<file path="src/hbdma_pkg.sv">
package hbdma_pkg;

  // Register command codes: read code, write code has bit 7 set
  localparam logic [7:0] SETUP_RD_CODE   = 8'h21;
  localparam logic [7:0] COUNT_RD_CODE   = 8'h22;
  localparam logic [7:0] STATUS_RD_CODE  = 8'h24;
  localparam logic [7:0] SETUP_WR_CODE   = 8'ha1;
  localparam logic [7:0] COUNT_WR_CODE   = 8'ha2;
  localparam logic [7:0] STATUS_WR_CODE  = 8'ha4;

  // Field positions in dma_setup; ALLDONE_BIT is the done bit in status
  localparam int DIR_BIT     = 0;
  localparam int LIST_BIT    = 1;
  localparam int USECNT_BIT  = 2;
  localparam int RUN_BIT     = 4;
  localparam int BURST_LO    = 5;
  localparam int ALLDONE_BIT = 2;

  // Writable bits of dma_setup; reserved bits read zero
  localparam logic [15:0] SETUP_WMASK  = 16'h0077;
  localparam logic [15:0] SETUP_RESET  = 16'h0000;
  localparam logic [15:0] COUNT_RESET  = 16'h0000;
  localparam logic [15:0] STATUS_RESET = 16'h0000;

  // Burst field codes and their access counts
  typedef enum logic [1:0] {
    BURST_ONE   = 2'b00,
    BURST_FOUR  = 2'b01,
    BURST_EIGHT = 2'b10,
    BURST_RSVD  = 2'b11
  } hbdma_burst_e;
  localparam logic [3:0] BEATS_ONE   = 4'h1;
  localparam logic [3:0] BEATS_FOUR  = 4'h4;
  localparam logic [3:0] BEATS_EIGHT = 4'h8;

  // Bytes moved per acknowledged access on the 16-bit data bus
  localparam logic [15:0] BYTES_PER_ACCESS = 16'h0002;

  // Largest legal counts, kept for software reference
  localparam logic [15:0] ACK_LIST_MAX = 16'h1000;
  localparam logic [15:0] ISO_LIST_MAX = 16'h0800;

endpackage

</file>
<file path="src/hbdma_byte_counter.sv">
`timescale 1ns/100ps
// Down counter of bytes still to move; saturates at zero
module hbdma_byte_counter #(
  parameter int WIDTH = 16
) (
  // Clock and control
  input  wire logic             clock_i,
  input  wire logic             srst_i,
  input  wire logic             ce_i,
  // Load and count
  input  wire logic             load_i,
  input  wire logic [WIDTH-1:0] load_val_i,
  input  wire logic             dec_i,
  input  wire logic [WIDTH-1:0] dec_val_i,
  // State
  output logic      [WIDTH-1:0] value_o,
  output logic                  zero_o
);

  logic [WIDTH-1:0] cnt_q;
  logic [WIDTH-1:0] cnt_d;

  // Next count: load wins, decrement never wraps below zero
  always_comb begin
    cnt_d = cnt_q;
    if (load_i) begin
      cnt_d = load_val_i;
    end else if (dec_i) begin
      cnt_d = (cnt_q > dec_val_i) ? cnt_q - dec_val_i : '0;
    end
  end

  // Count register
  always_ff @(posedge clock_i) begin
    if (srst_i) begin
      cnt_q <= '0;
    end else if (ce_i) begin
      cnt_q <= cnt_d;
    end
  end

  assign value_o = cnt_q;
  assign zero_o  = (cnt_q == '0);

endmodule

</file>
<file path="src/hbdma_sticky_flags.sv">
`timescale 1ns/100ps
// Sticky event flags: set by hardware, cleared by writing ones, set wins
module hbdma_sticky_flags #(
  parameter int WIDTH = 16
) (
  // Clock and control
  input  wire logic             clock_i,
  input  wire logic             srst_i,
  input  wire logic             ce_i,
  // Events and clears
  input  wire logic [WIDTH-1:0] set_i,
  input  wire logic [WIDTH-1:0] clr_i,
  // Flags
  output logic      [WIDTH-1:0] flags_o
);

  logic [WIDTH-1:0] flags_q;
  logic [WIDTH-1:0] flags_d;

  // Clear only written ones; a new event in the same cycle survives
  always_comb begin
    flags_d = (flags_q & ~clr_i) | set_i;
  end

  // Flag register, live straight from reset
  always_ff @(posedge clock_i) begin
    if (srst_i) begin
      flags_q <= '0;
    end else if (ce_i) begin
      flags_q <= flags_d;
    end
  end

  assign flags_o = flags_q;

endmodule

</file>
<file path="src/hbdma_transfer_ctrl.sv">
`timescale 1ns/100ps
// Transfer setup, byte counting and request handshake for the list buffers
module hbdma_transfer_ctrl (
  // Clock, reset, enable
  input  wire logic        clock_i,
  input  wire logic        srst_i,
  input  wire logic        ce_i,
  // Register port
  input  wire logic [7:0]  reg_code_i,
  input  wire logic        reg_wr_i,
  input  wire logic        reg_rd_i,
  input  wire logic [15:0] reg_wdata_i,
  output logic      [15:0] reg_rdata_o,
  // Interrupt gating and other status sources
  input  wire logic [15:0] processor_irq_mask_i,
  input  wire logic        master_irq_enable_i,
  input  wire logic [15:0] other_irq_events_i,
  output logic             irq_o,
  // DMA handshake
  output logic             dma_request_out_o,
  input  wire logic        dma_ack_i,
  input  wire logic        end_of_transfer_i,
  // Programmed-I/O accesses to the list buffers
  input  wire logic        pio_access_i,
  // Buffer steering
  output logic             list_buffer_select_o,
  output logic             transfer_direction_o,
  output logic             transfer_active_o,
  output logic             buffer_fill_update_o
);

  // Register state
  logic [15:0] dma_setup_q;
  logic [15:0] dma_setup_d;
  logic [15:0] byte_count_q;
  logic [15:0] byte_count_d;

  // Burst tracking and outputs
  logic [3:0]  beat_q;
  logic [3:0]  beat_d;
  logic        dma_request_out_q;
  logic        dma_request_out_d;
  logic        gap_q;
  logic        gap_d;
  logic [15:0] rdata_q;
  logic [15:0] rdata_d;
  logic        irq_q;
  logic        irq_d;
  logic        upd_q;
  logic        upd_d;

  // Decoded controls
  logic        run_bit;
  logic        use_cnt;
  logic [1:0]  burst_field;
  logic [3:0]  burst_beats;
  logic        setup_wr;
  logic        start_run;
  logic        ack_taken;
  logic        int_eot;
  logic        ext_eot;
  logic        done_evt;
  logic [15:0] remain;
  logic        remain_zero;
  logic        cnt_load;
  logic        cnt_dec;
  logic [15:0] status;
  logic [15:0] status_set;
  logic [15:0] status_clr;

  assign run_bit     = dma_setup_q[hbdma_pkg::RUN_BIT];
  assign use_cnt     = dma_setup_q[hbdma_pkg::USECNT_BIT];
  assign burst_field = dma_setup_q[hbdma_pkg::BURST_LO +: 2];
  assign setup_wr    = reg_wr_i && (reg_code_i == hbdma_pkg::SETUP_WR_CODE);
  assign start_run   = setup_wr && reg_wdata_i[hbdma_pkg::RUN_BIT] && !run_bit;

  // Burst length from the two-bit field; reserved code falls back to single
  always_comb begin
    case (burst_field)
      hbdma_pkg::BURST_ONE:   burst_beats = hbdma_pkg::BEATS_ONE;
      hbdma_pkg::BURST_FOUR:  burst_beats = hbdma_pkg::BEATS_FOUR;
      hbdma_pkg::BURST_EIGHT: burst_beats = hbdma_pkg::BEATS_EIGHT;
      default:                burst_beats = hbdma_pkg::BEATS_ONE;
    endcase
  end

  // Counter is loaded at start only when the counter bit is set
  assign cnt_load  = start_run && reg_wdata_i[hbdma_pkg::USECNT_BIT];
  assign ack_taken = dma_request_out_q && dma_ack_i && run_bit;
  assign cnt_dec   = ack_taken || pio_access_i;

  // Remaining byte count
  hbdma_byte_counter #(
    .WIDTH (16)
  ) u_byte_counter (
    .clock_i    (clock_i),
    .srst_i     (srst_i),
    .ce_i       (ce_i),
    .load_i     (cnt_load),
    .load_val_i (byte_count_q),
    .dec_i      (cnt_dec),
    .dec_val_i  (hbdma_pkg::BYTES_PER_ACCESS),
    .value_o    (remain),
    .zero_o     (remain_zero)
  );

  // Internal end when the counted bytes run out; external end from the far party
  assign int_eot  = cnt_dec && !cnt_load && (remain <= hbdma_pkg::BYTES_PER_ACCESS)
                    && !remain_zero && (use_cnt || pio_access_i);
  assign ext_eot  = end_of_transfer_i;
  assign done_evt = int_eot || ext_eot;

  // Setup and count registers, with hardware clear of the run bit
  always_comb begin
    dma_setup_d  = dma_setup_q;
    byte_count_d = byte_count_q;
    if (setup_wr) begin
      dma_setup_d = reg_wdata_i & hbdma_pkg::SETUP_WMASK;
    end
    if (reg_wr_i && (reg_code_i == hbdma_pkg::COUNT_WR_CODE)) begin
      byte_count_d = reg_wdata_i;
    end
    if (run_bit && done_evt) begin
      dma_setup_d[hbdma_pkg::RUN_BIT] = 1'b0;
    end
  end

  // Request and burst pacing: drop for two cycles between bursts
  always_comb begin
    beat_d = beat_q;
    gap_d  = 1'b0;
    dma_request_out_d = 1'b0;
    if (!run_bit || done_evt || (setup_wr && !reg_wdata_i[hbdma_pkg::RUN_BIT])) begin
      beat_d = 4'h0;
    end else begin
      if (ack_taken) begin
        if (beat_q + 4'h1 >= burst_beats) begin
          beat_d = 4'h0;
          gap_d  = 1'b1;
        end else begin
          beat_d = beat_q + 4'h1;
        end
      end
      // Needs a non-zero loaded count when the counter is used
      dma_request_out_d = !gap_d && !gap_q && (!use_cnt || !remain_zero);
    end
  end

  // Status flags: done bit plus the other sources
  always_comb begin
    status_set              = other_irq_events_i;
    status_set[hbdma_pkg::ALLDONE_BIT] = done_evt;
    status_clr              = '0;
    if (reg_wr_i && (reg_code_i == hbdma_pkg::STATUS_WR_CODE)) begin
      status_clr = reg_wdata_i;
    end
  end

  hbdma_sticky_flags #(
    .WIDTH (16)
  ) u_status (
    .clock_i (clock_i),
    .srst_i  (srst_i),
    .ce_i    (ce_i),
    .set_i   (status_set),
    .clr_i   (status_clr),
    .flags_o (status)
  );

  // Read data, interrupt and buffer update pulse
  always_comb begin
    rdata_d = rdata_q;
    if (reg_rd_i) begin
      case (reg_code_i)
        hbdma_pkg::SETUP_RD_CODE:  rdata_d = dma_setup_q;
        hbdma_pkg::COUNT_RD_CODE:  rdata_d = byte_count_q;
        hbdma_pkg::STATUS_RD_CODE: rdata_d = status;
        default:                   rdata_d = 16'h0000;
      endcase
    end
    irq_d = master_irq_enable_i && |(status & processor_irq_mask_i);
    upd_d = int_eot;
  end

  // State registers
  always_ff @(posedge clock_i) begin
    if (srst_i) begin
      dma_setup_q  <= hbdma_pkg::SETUP_RESET;
      byte_count_q <= hbdma_pkg::COUNT_RESET;
      beat_q       <= 4'h0;
      gap_q        <= 1'b0;
      dma_request_out_q       <= 1'b0;
      rdata_q      <= 16'h0000;
      irq_q        <= 1'b0;
      upd_q        <= 1'b0;
    end else if (ce_i) begin
      dma_setup_q  <= dma_setup_d;
      byte_count_q <= byte_count_d;
      beat_q       <= beat_d;
      gap_q        <= gap_d;
      dma_request_out_q       <= dma_request_out_d;
      rdata_q      <= rdata_d;
      irq_q        <= irq_d;
      upd_q        <= upd_d;
    end
  end

  // Outputs straight from flip-flops
  assign reg_rdata_o          = rdata_q;
  assign irq_o                = irq_q;
  assign dma_request_out_o    = dma_request_out_q;
  assign list_buffer_select_o = dma_setup_q[hbdma_pkg::LIST_BIT];
  assign transfer_direction_o = dma_setup_q[hbdma_pkg::DIR_BIT];
  assign transfer_active_o    = run_bit;
  assign buffer_fill_update_o = upd_q;

endmodule
</file>
<file path="config.mk">
export PLATFORM = sky130hd
export DESIGN_NAME = hbdma_transfer_ctrl
export DESIGN_NICKNAME = d
export VERILOG_FILES = /design/src/hbdma_pkg.sv /design/src/hbdma_byte_counter.sv /design/src/hbdma_sticky_flags.sv /design/src/hbdma_transfer_ctrl.sv
export SDC_FILE = /design/constraint.sdc
export NUM_CORES = 1
export LEC_CHECK = 0
export BUFFER_PORTS_ARGS = -buffer_cell sky130_fd_sc_hd__buf_2
export CAP_MARGIN = 20
export CORE_MARGIN = 1.5
export CORE_UTILIZATION = 60
export CTS_BUF_LIST = sky130_fd_sc_hd__clkbuf_2 sky130_fd_sc_hd__clkbuf_4 sky130_fd_sc_hd__clkbuf_8
export DETAILED_ROUTE_END_ITERATION = 10
export GPL_TIMING_DRIVEN = 1
export PLACE_DENSITY = 0.86
export SLEW_MARGIN = 20
export SYNTH_ARGS = -nofsm -noshare
export SYNTH_HDL_FRONTEND = slang
export SYNTH_HIERARCHICAL = 1
export SYNTH_SLANG_ARGS = --single-unit
</file>
<file path="constraint.sdc">
create_clock -name clock_i -period 4.4 [get_ports clock_i]
set_clock_uncertainty 0.1 [all_clocks]
set_input_delay 0.44 -clock clock_i [delete_from_list [all_inputs] [get_ports clock_i]]
set_output_delay 0.44 -clock clock_i [all_outputs]
set_load 0.02 [all_outputs]
</file>
==> results of run 1 <==
Yosys cell counts, types with 2 or more instances:
master / n / area (um^2)
clkbuf_1: 22 / 82.6
nor3_1: 26 / 130
or4b_4: 2 / 27.5
nand3_1: 8 / 40.0
and3_1: 20 / 125
o32a_1: 2 / 20.0
buf_2: 2 / 10.0
ha_1: 22 / 275
a2bb2oi_1: 6 / 52.6
a221oi_1: 27 / 236
xor2_1: 6 / 52.6
nor2_1: 42 / 158
a222oi_1: 6 / 60.1
nand2_1: 72 / 270
nor3b_1: 2 / 15.0
dfxtp_1: 78 / 1560
o211ai_1: 3 / 22.5
nand4_1: 7 / 43.8
nor4b_1: 4 / 35.0
o21ai_0: 12 / 60.1
and2_1: 2 / 12.5
nor4_1: 8 / 50.1
a211oi_1: 3 / 22.5
conb_1: 2 / 7.51
nor2b_1: 4 / 25.0
buf_4: 2 / 15.0
o21ai_1: 2 / 10.0
o21a_1: 2 / 15.0
xnor2_1: 9 / 78.8
a21bo_2: 2 / 20.0
inv_1: 27 / 101
a21oi_1: 56 / 280
nand2b_1: 12 / 75.1
mux2i_1: 7 / 70.1
buf_6: 2 / 22.5
a22o_1: 4 / 35.0
or3_1: 3 / 18.8
a21bo_1: 14 / 140
a21oi_2: 2 / 17.5
o21bai_1: 2 / 15.0
area by class of cell:
type / instances / share of cell area
multi-input cells: 435 / 0.529
clock inverters: 6 / 0.0209
clock buffers: 9 / 0.0233
well taps: 99 / 0.0233
inverters: 28 / 0.0202
repair buffers: 92 / 0.0899
flip-flops and latches: 78 / 0.294
worst max path at each step:
stage,startpoint,to,slack (ns),cells past startpoint
floorplan,reg_code_i[6],u_byte_counter/value_o[11],1.56,9
global placement,reg_code_i[1],u_byte_counter/value_o[14],1.21,10
detailed placement,reg_code_i[1],u_byte_counter/value_o[14],1.16,10
CTS,u_byte_counter/value_o[1],u_byte_counter/value_o[12],1.17,9
global route,u_byte_counter/value_o[1],u_byte_counter/value_o[14],1.08,10
finish,u_byte_counter/value_o[1],u_byte_counter/value_o[12],1.34,10
power breakdown:
group / leakage, nW / switching (W) / internal, W
Combinational: 1.49 / 0.000162 / 0.000116
Clock: 0.115 / 0.000263 / 0.000373
Sequential: 0.636 / 0.0000254 / 0.000730
stage by stage:
| step | total power (W) | utilization | cell area (um^2) |
|---|---|---|---|
| final | 0.00167 | 0.729 | 5320 |
| after global routing | 0.00174 | 0.729 | 5320 |
| after CTS | 0.00167 | 0.728 | 5310 |
| after detailed placement | 0.00104 | 0.695 | 5070 |
| after global placement | 0.00103 | 0.695 | 5070 |
| after floorplan | 0.000951 | - | 4600 |
registers in the layout, indices dropped and copies added (netlist names):
| signal | flops |
|---|---|
| beat_q | 4 |
| buffer_fill_update_o | 1 |
| byte_count_q | 16 |
| dma_request_out_o | 1 |
| dma_setup_q | 6 |
| gap_q | 1 |
| irq_o | 1 |
| reg_rdata_o | 16 |
| u_byte_counter/value_o | 16 |
| u_status/flags_o | 16 |
cell usage in the layout (no fill, tap or decap), drive strengths merged, types with 4 or more instances in the layout:
cell type and n:
nor4b 4, clkbuf 9, nor2 42, ha 22
nand2b 12, nor4 8, a2bb2oi 6, xor2 6
nand4 7, nand2 72, buf 92, dfxtp 78
mux2i 7, inv 28, xnor2 9, conb 17
nor2b 4, a222oi 6, nor3 27, a221oi 28
a21bo 16, and3 20, nand3 8, o21ai 14
a21oi 58, a22o 4
routing by layer:
layer	vias up	part of all wire	global-route usage
li1	2196	-	-
met1	2160	0.41	0.381
met2	246	0.48	0.508
met3	37	0.091	0.0846
met4	0	0.025	0.119
met5	-	0	0
worst min-delay path, cell delays in order:
cell and delay [ns]:
buf_2 0.09, nand2_1 0.05, a21oi_1 0.05
kinds of logic (layout without fill, tap and decap cells):
| group | count (synthesis) | in the layout | share of synthesized area |
|---|---|---|---|
| AO/OA/AOI/OAI | 156 | 156 | 0.255 |
| buffers and inverters | 57 | 135 | 0.0534 |
| multiplexers | 7 | 7 | 0.0154 |
| flip-flops | 78 | 78 | 0.344 |
| other | 2 | 17 | 0.00165 |
| XOR/XNOR | 15 | 15 | 0.0289 |
| AND/OR/NAND/NOR | 217 | 217 | 0.237 |
| adder cells (fa/ha/maj) | 23 | 23 | 0.0650 |
==> impl_metrics.json, run 1 <==
{
  "outcome": "finished, final reports clean",
  "hold_viol": 0,
  "totalWireLength_mm": 12.5,
  "cp-start-kind": "flop",
  "hold_start": "other_irq_events_i[8]",
  "routabilityCongestion": 0.955,
  "clockBufferDepth": 2,
  "maxCapViolations": 0,
  "first_iter_violations": 396,
  "cts_made_buffers": 9,
  "grt_pass1_wl_mm": 20.4,
  "relSlewSlack": 0.238,
  "synthArstFlopShare": 0,
  "dp_hpwl_mm": 8.88,
  "hold_end": "u_status/flags_o[8]",
  "cts-root-buf": "clkbuf_8",
  "viasPerCell": 6.21,
  "powerDensity_nw_per_um2": 314,
  "ir_drop_v": 0.000245,
  "diodes": 0,
  "cts-resized-gates": 0,
  "tightest_slew_ns": 1.14,
  "critical_path_required_ns": 4.59,
  "avgSynthCellArea_um2": 8.19,
  "synth_edf_count": 0,
  "fp-row-count": 31,
  "reg2reg_setup_slack_ns": 1.34,
  "slew_viol_final": 0,
  "io_pins": 87,
  "cts_setup_buffers": 0,
  "grt_pass1_vias": 4378,
  "cts_max_level": 3,
  "hold_ws_ns": 0.232,
  "grt_use_total": 0.308,
  "multi_input_area_um2": 2810,
  "endpoint_kind": "flop",
  "grt_max_degree": 47,
  "synthFlopType": "dfxtp_1",
  "antenna_found_initial": 0,
  "finalSetupTns_ns": 0,
  "hp-class": "in2reg",
  "path_cells": "inv_1 -> fa_1 -> nand2b_1 -> a211oi_1 -> o211ai_1 -> a221oi_2 -> buf_4 -> nor2b_1 -> or3_1 -> a21oi_1",
  "clock-sinks": 78,
  "die_h_um": 90.0,
  "route.vias.total": 4639,
  "critical_path_arrival_ns": 3.25,
  "die_area_um2": 8100,
  "timing.rr.start": "u_byte_counter/value_o[1]",
  "port_buffers": 85,
  "synthCells": 555,
  "finalCritPeriodShare": 0.696,
  "drive_above_1_share": 0.193,
  "fillers": 581,
  "rr_worst_depth": 10,
  "clock_latency_ns": 0.35,
  "max_freq_mhz": 326,
  "critical_path_class": "reg2reg",
  "ys_seq_elements": 78,
  "seq_area_um2": 1560,
  "cp_num_buf_inv": 2,
  "slowest_delay_ns": 0.51,
  "dpl.cell_count": 731,
  "initial_core_util": 0.623,
  "clk_pin_slew_ns": 0.08,
  "min_delay_path_depth": 3,
  "cp_slowest_cell": "a221oi_2",
  "r2r_end": "u_byte_counter/value_o[12]",
  "wl_per_cell_um": 16.7,
  "drc": 0,
  "syn2layout_area_growth_pct": 17.0,
  "syn_area_um2": 4540,
  "ant_nets": 0,
  "path_max_fanout": 11,
  "final.setup.worst_slack_ns": 1.34,
  "power_leakage_nw": 2.24,
  "grt-ovfl-total": 0,
  "yosys_warnings": 6,
  "setup_viol": 0,
  "ys_seq_area_frac": 0.344,
  "ctsHoldBuffers": 0,
  "place_ws_ns": 1.16,
  "coreArea_um2": 7290,
  "chipWidth_um": 90.0,
  "final_nets": 732,
  "cp_top_family": "compound AO/OA/AOI/OAI gates",
  "finalNonFillerCells": 747,
  "fin_crit_ns": 3.06,
  "drt_first_pass_iters": 7,
  "synth_cell_types": 61,
  "rsz0062_at_grt": "false",
  "cts_tree": "built"
}
Power figures use the tool's default switching activity.
==> run 2, diff against run 1 <==
CORE_UTILIZATION = 52   (was 60)
PLACE_DENSITY = 0.79   (was 0.86)
clock period = 2.7 ns   (was 4.4 ns; I/O delays follow)
==> run 2 against run 1 <==
  * First-iteration DRC count shrank 14%
  * Critical path type unchanged
  * Non-clock buffer count up 27
  * Core utilization down 7.0 points
  * Sequential power up 63%
  * Power rose by 56%
  * Count of clock-buffer cells in the layout rose by 1
  * Sequential share of layout area down 0.97 points
  * Critical path depth did not move
==> impl_metrics.json, run 2 (same netlist as run 1, synthesis figures left out) <==
{
  "clockBufferDepth": 2,
  "syn2layout_area_growth_pct": 21.0,
  "final_nets": 759,
  "dpl_cell_area_um2": 5240,
  "cp_slowest_cell": "fa_2",
  "drc": 0,
  "totalWireLength_mm": 12.5,
  "ir_drop_v": 0.000391,
  "outcome": "finished, final reports clean",
  "grt_max_degree": 46,
  "powerDensity_nw_per_um2": 474,
  "clk_pin_slew_ns": 0.09,
  "path_cells": "inv_1 -> fa_2 -> nand2b_1 -> a211oi_2 -> o211ai_1 -> a221oi_2 -> buf_6 -> nor2b_1 -> or3_1 -> a21oi_1",
  "drt_first_pass_iters": 7,
  "rr_worst_depth": 10,
  "seq_area_um2": 1560,
  "path_max_fanout": 7,
  "hold_ws_ns": 0.0541,
  "route.vias.total": 4614,
  "clock_latency_ns": 0.35,
  "final_cell_mix": "buf_2, dfxtp_1, nand2_1",
  "relSlewSlack": 0.460,
  "fin_area_um2": 5500,
  "viasPerCell": 5.91,
  "fp-row-count": 33,
  "routabilityCongestion": 0.926,
  "cts_max_level": 3,
  "finalSetupTns_ns": 0,
  "multi_input_area_um2": 2810,
  "finalNonFillerCells": 781,
  "critical_path_class": "reg2reg",
  "cts_made_buffers": 9,
  "max_freq_mhz": 381,
  "tightest_slew_ns": 0.805,
  "hp-class": "in2reg",
  "slew_viol_final": 0,
  "critical_path_required_ns": 2.88,
  "cts_tree": "built",
  "final_common_cell": "buf_2",
  "clock-sinks": 78,
  "dp_hpwl_mm": 9.50,
  "setup_viol": 0,
  "die_area_um2": 9310,
  "initial_core_util": 0.545,
  "grt_use_total": 0.273,
  "maxCapViolations": 0,
  "grt_pass1_wl_mm": 19.7,
  "critical_path_arrival_ns": 2.80,
  "grt_pass1_vias": 4151,
  "cts-root-buf": "clkbuf_8",
  "slowest_delay_ns": 0.37,
  "reg2reg_setup_slack_ns": 0.08,
  "endpoint_kind": "flop",
  "grt-ovfl-total": 0,
  "finalCritPeriodShare": 0.971,
  "io_pins": 87,
  "fin_crit_ns": 2.62,
  "power_leakage_nw": 2.36,
  "cp-start-kind": "flop",
  "first_iter_violations": 340,
  "drive_above_1_share": 0.228,
  "fillers": 735,
  "ant_nets": 0,
  "hold_viol": 0,
  "dpl.cell_count": 758,
  "diodes": 0,
  "coreArea_um2": 8340,
  "wl_per_cell_um": 16.1,
  "port_buffers": 85,
  "min_delay_path_depth": 3,
  "die_h_um": 96.5,
  "chipWidth_um": 96.5,
  "antenna_found_initial": 0
}
==> run 2: metal layers <==
metal	up-vias	track usage	share of wire
li1	2256	-	-
met1	2149	0.364	0.45
met2	181	0.443	0.48
met3	28	0.0556	0.060
met4	0	0.0797	0.018
met5	-	0	0
==> run 2: final timing paths <==
path | startpoint | end
hold reg to reg | irq_o | irq_o
setup / recovery | u_byte_counter/value_o[1] | u_byte_counter/value_o[12]
hold / removal | other_irq_events_i[11] | u_status/flags_o[11]
setup reg to reg | u_byte_counter/value_o[1] | u_byte_counter/value_o[12]
==> run 2: metrics by stage <==
stage	setup WS, ns	util	total power (W)
after global placement	0.0592	0.628	0.00170
after detailed placement	-0.00342	0.628	0.00171
final	0.0775	0.659	0.00260
after CTS	0.0458	0.652	0.00259
after global routing	-0.0542	0.659	0.00271
after floorplan	0.0344	-	0.00155
==> run 2: final cells by class <==
cell class	count	area share
multi-input combinational	435	0.512
sequential	78	0.284
timing repair buffer	119	0.124
clock buffer	10	0.0239
tap	105	0.0239
inverter	28	0.0196
clock inverter	6	0.0127
==> run 2: worst max-delay path: cells and delay by family, from the launching register on <==
family                     cells  cell delay, ns
AOI/OAI and AO/OA              4            0.95
adders and majority gates      1            0.37
buffers and inverters          2            0.26
DFF                            1            0.34
and+or+nand+nor                3            0.52
==> run 2: power by group <==
part | switching, W | total, W | internal [W]
logic | 0.000271 | 0.000478 | 0.000207
registers | 0.0000386 | 0.00123 | 0.00119
clock network | 0.000453 | 0.000897 | 0.000444
==> run 2: timing repair <==
action,CTS,global route
hold buffers,0,0
setup endpoints to repair,0,3
buffers inserted,0,6
resized for setup,0,3
==> run 3, diff against run 2 <==
clock period = 2.3 ns   (was 2.7 ns; I/O delays follow)
==> run 3 against run 2 <==
  * The run now ends with negative setup slack left
  * Critical endpoint unchanged
  * First-iteration DRC count is 3.2% higher
  * Largest cell class unchanged
  * Via count rose by 8.4%
  * Core utilization grew 5.9 points
  * Hold slack worse by 0.041 ns
  * Sequential share of layout area is 2.3 points lower
  * Final area rose by 9.0%
  * Clock power grew 7.5%
==> impl_metrics.json, run 3 (same netlist as run 1, synthesis figures left out) <==
{
  "ir_drop_v": 0.000426,
  "power.internal_w": 0.00214,
  "p_comb_frac": 0.222,
  "coreArea_um2": 8340,
  "clock-sinks": 78,
  "grt-ovfl-total": 0,
  "max_freq_mhz": 423,
  "syn2layout_area_growth_pct": 31.9,
  "io_pins": 87,
  "route.vias.total": 5002,
  "critical_path_arrival_ns": 2.55,
  "die_area_um2": 9310,
  "hold_end": "u_status/flags_o[11]",
  "diodes": 0,
  "rsz0062_at_grt": "true",
  "relSlewSlack": 0.622,
  "clk_pin_slew_ns": 0.09,
  "port_buffers": 85,
  "swShare": 0.308,
  "place_ws_ns": -0.246,
  "violations": "negative setup slack",
  "cts_max_level": 3,
  "r2r_end": "u_byte_counter/value_o[12]",
  "sequentialPowerShare": 0.466,
  "grt_pass1_vias": 4619,
  "drc": 0,
  "grt_max_degree": 54,
  "totalWireLength_mm": 14.1,
  "dpl.cell_count": 798,
  "clock_latency_ns": 0.35,
  "critical_path_class": "reg2reg",
  "first_iter_violations": 351,
  "min_delay_path_depth": 3,
  "critical_path_required_ns": 2.49,
  "antenna_found_initial": 0,
  "wl_per_cell_um": 17.1,
  "die_h_um": 96.5,
  "hold_viol": 0,
  "finalNonFillerCells": 826,
  "cp-start-kind": "flop",
  "rr_worst_depth": 10,
  "ant_nets": 0,
  "reg2reg_setup_slack_ns": -0.06,
  "hold_ws_ns": 0.0129,
  "clockPowerShare": 0.312,
  "final.setup.worst_slack_ns": -0.0635,
  "grt_use_total": 0.291,
  "setup_viol": 5,
  "fin_crit_ns": 2.36,
  "final_common_cell": "buf_2",
  "cts-root-buf": "clkbuf_8",
  "viasPerCell": 6.06,
  "drive_above_1_share": 0.313,
  "tightest_slew_ns": 0.566,
  "maxCapViolations": 0,
  "slew_viol_final": 0,
  "grt_pass1_wl_mm": 20.9,
  "cts_tree": "built",
  "clockBufferDepth": 2,
  "path_max_fanout": 8,
  "fp-row-count": 33,
  "timing.rr.start": "u_byte_counter/value_o[1]",
  "endpoint_kind": "flop",
  "final_cell_mix": "buf_2, buf_4, dfxtp_1",
  "hold_start": "other_irq_events_i[11]",
  "routabilityCongestion": 0.912,
  "powerDensity_nw_per_um2": 516,
  "cts_made_buffers": 9,
  "drt_first_pass_iters": 8,
  "power_leakage_nw": 2.63,
  "hp-class": "in2reg",
  "finalCritPeriodShare": 1.03,
  "initial_core_util": 0.545,
  "dp_hpwl_mm": 10.4,
  "p_sw_w": 0.000951,
  "chipWidth_um": 96.5,
  "final_nets": 804,
  "outcome": "complete, but fails checks"
}
-- run 3: what timing repair did --
action / CTS / global route
buffers inserted: 5 / 7
hold buffers: 0 / 0
pin swaps: 1 / 15
setup endpoints to repair: 10 / 23
gates resized for setup: 4 / 25
-- run 3: worst max-delay path, cell delays in order (launching register included) --
cell	delay, ns
dfxtp_2	0.34
inv_2	0.05
fa_2	0.35
nand2b_4	0.16
a211oi_4	0.25
o211ai_1	0.13
a221oi_2	0.22
buf_4	0.21
nor2b_1	0.07
or3_1	0.30
a21oi_1	0.12
-- run 3: cell type report --
cell class | count | area (um^2)
Multi-Input combinational cell | 435 | 2950
Fill cell | 633 | 2350
Sequential cell | 78 | 1570
Timing Repair Buffer | 164 | 1050
Clock buffer | 10 | 138
Tap cell | 105 | 131
Inverter | 28 | 108
Clock inverter | 6 | 46.3
-- run 3: worst max path at each step --
stage / endpoint / cells past startpoint / startpoint
3_5_place_dp: u_byte_counter/value_o[9] / 10 / reg_code_i[1]
4_1_cts: u_byte_counter/value_o[14] / 10 / u_byte_counter/value_o[1]
6_report: u_byte_counter/value_o[12] / 10 / u_byte_counter/value_o[1]
2_1_floorplan: u_byte_counter/value_o[12] / 9 / reg_code_i[6]
5_1_grt: u_byte_counter/value_o[14] / 10 / u_byte_counter/value_o[1]
3_3_place_gp: u_byte_counter/value_o[8] / 10 / reg_code_i[1]
-- run 3: metrics by stage --
step | cell area (um^2) | utilization | total power (W) | TNS [ns]
floorplan | 4630 | - | 0.00183 | -0.276
CTS | 5810 | 0.697 | 0.00302 | -0.0307
detailed placement | 5580 | 0.669 | 0.00207 | -3.82
global placement | 5580 | 0.669 | 0.00205 | -3.03
global route | 5990 | 0.718 | 0.00322 | -1.42
finish | 5990 | 0.718 | 0.00309 | -0.147
-- run 3: power groups by stage --
stage                     sequential [W]  clock (W)  combinational (W)
after global placement           0.00147          0           0.000590
after detailed placement         0.00147          0           0.000608
after floorplan                  0.00147          0           0.000356
after global routing             0.00144    0.00103           0.000741
after CTS                        0.00144   0.000963           0.000625
final                            0.00144   0.000964           0.000686
-- run 3: per-layer routing --
layer  vias up  global-route usage  part of all wire
li1       2343                   -                 -
met1      2349               0.342              0.39
met2       266               0.495              0.49
met3        44              0.0798             0.090
met4         0               0.121             0.027
met5         -                   0                 0
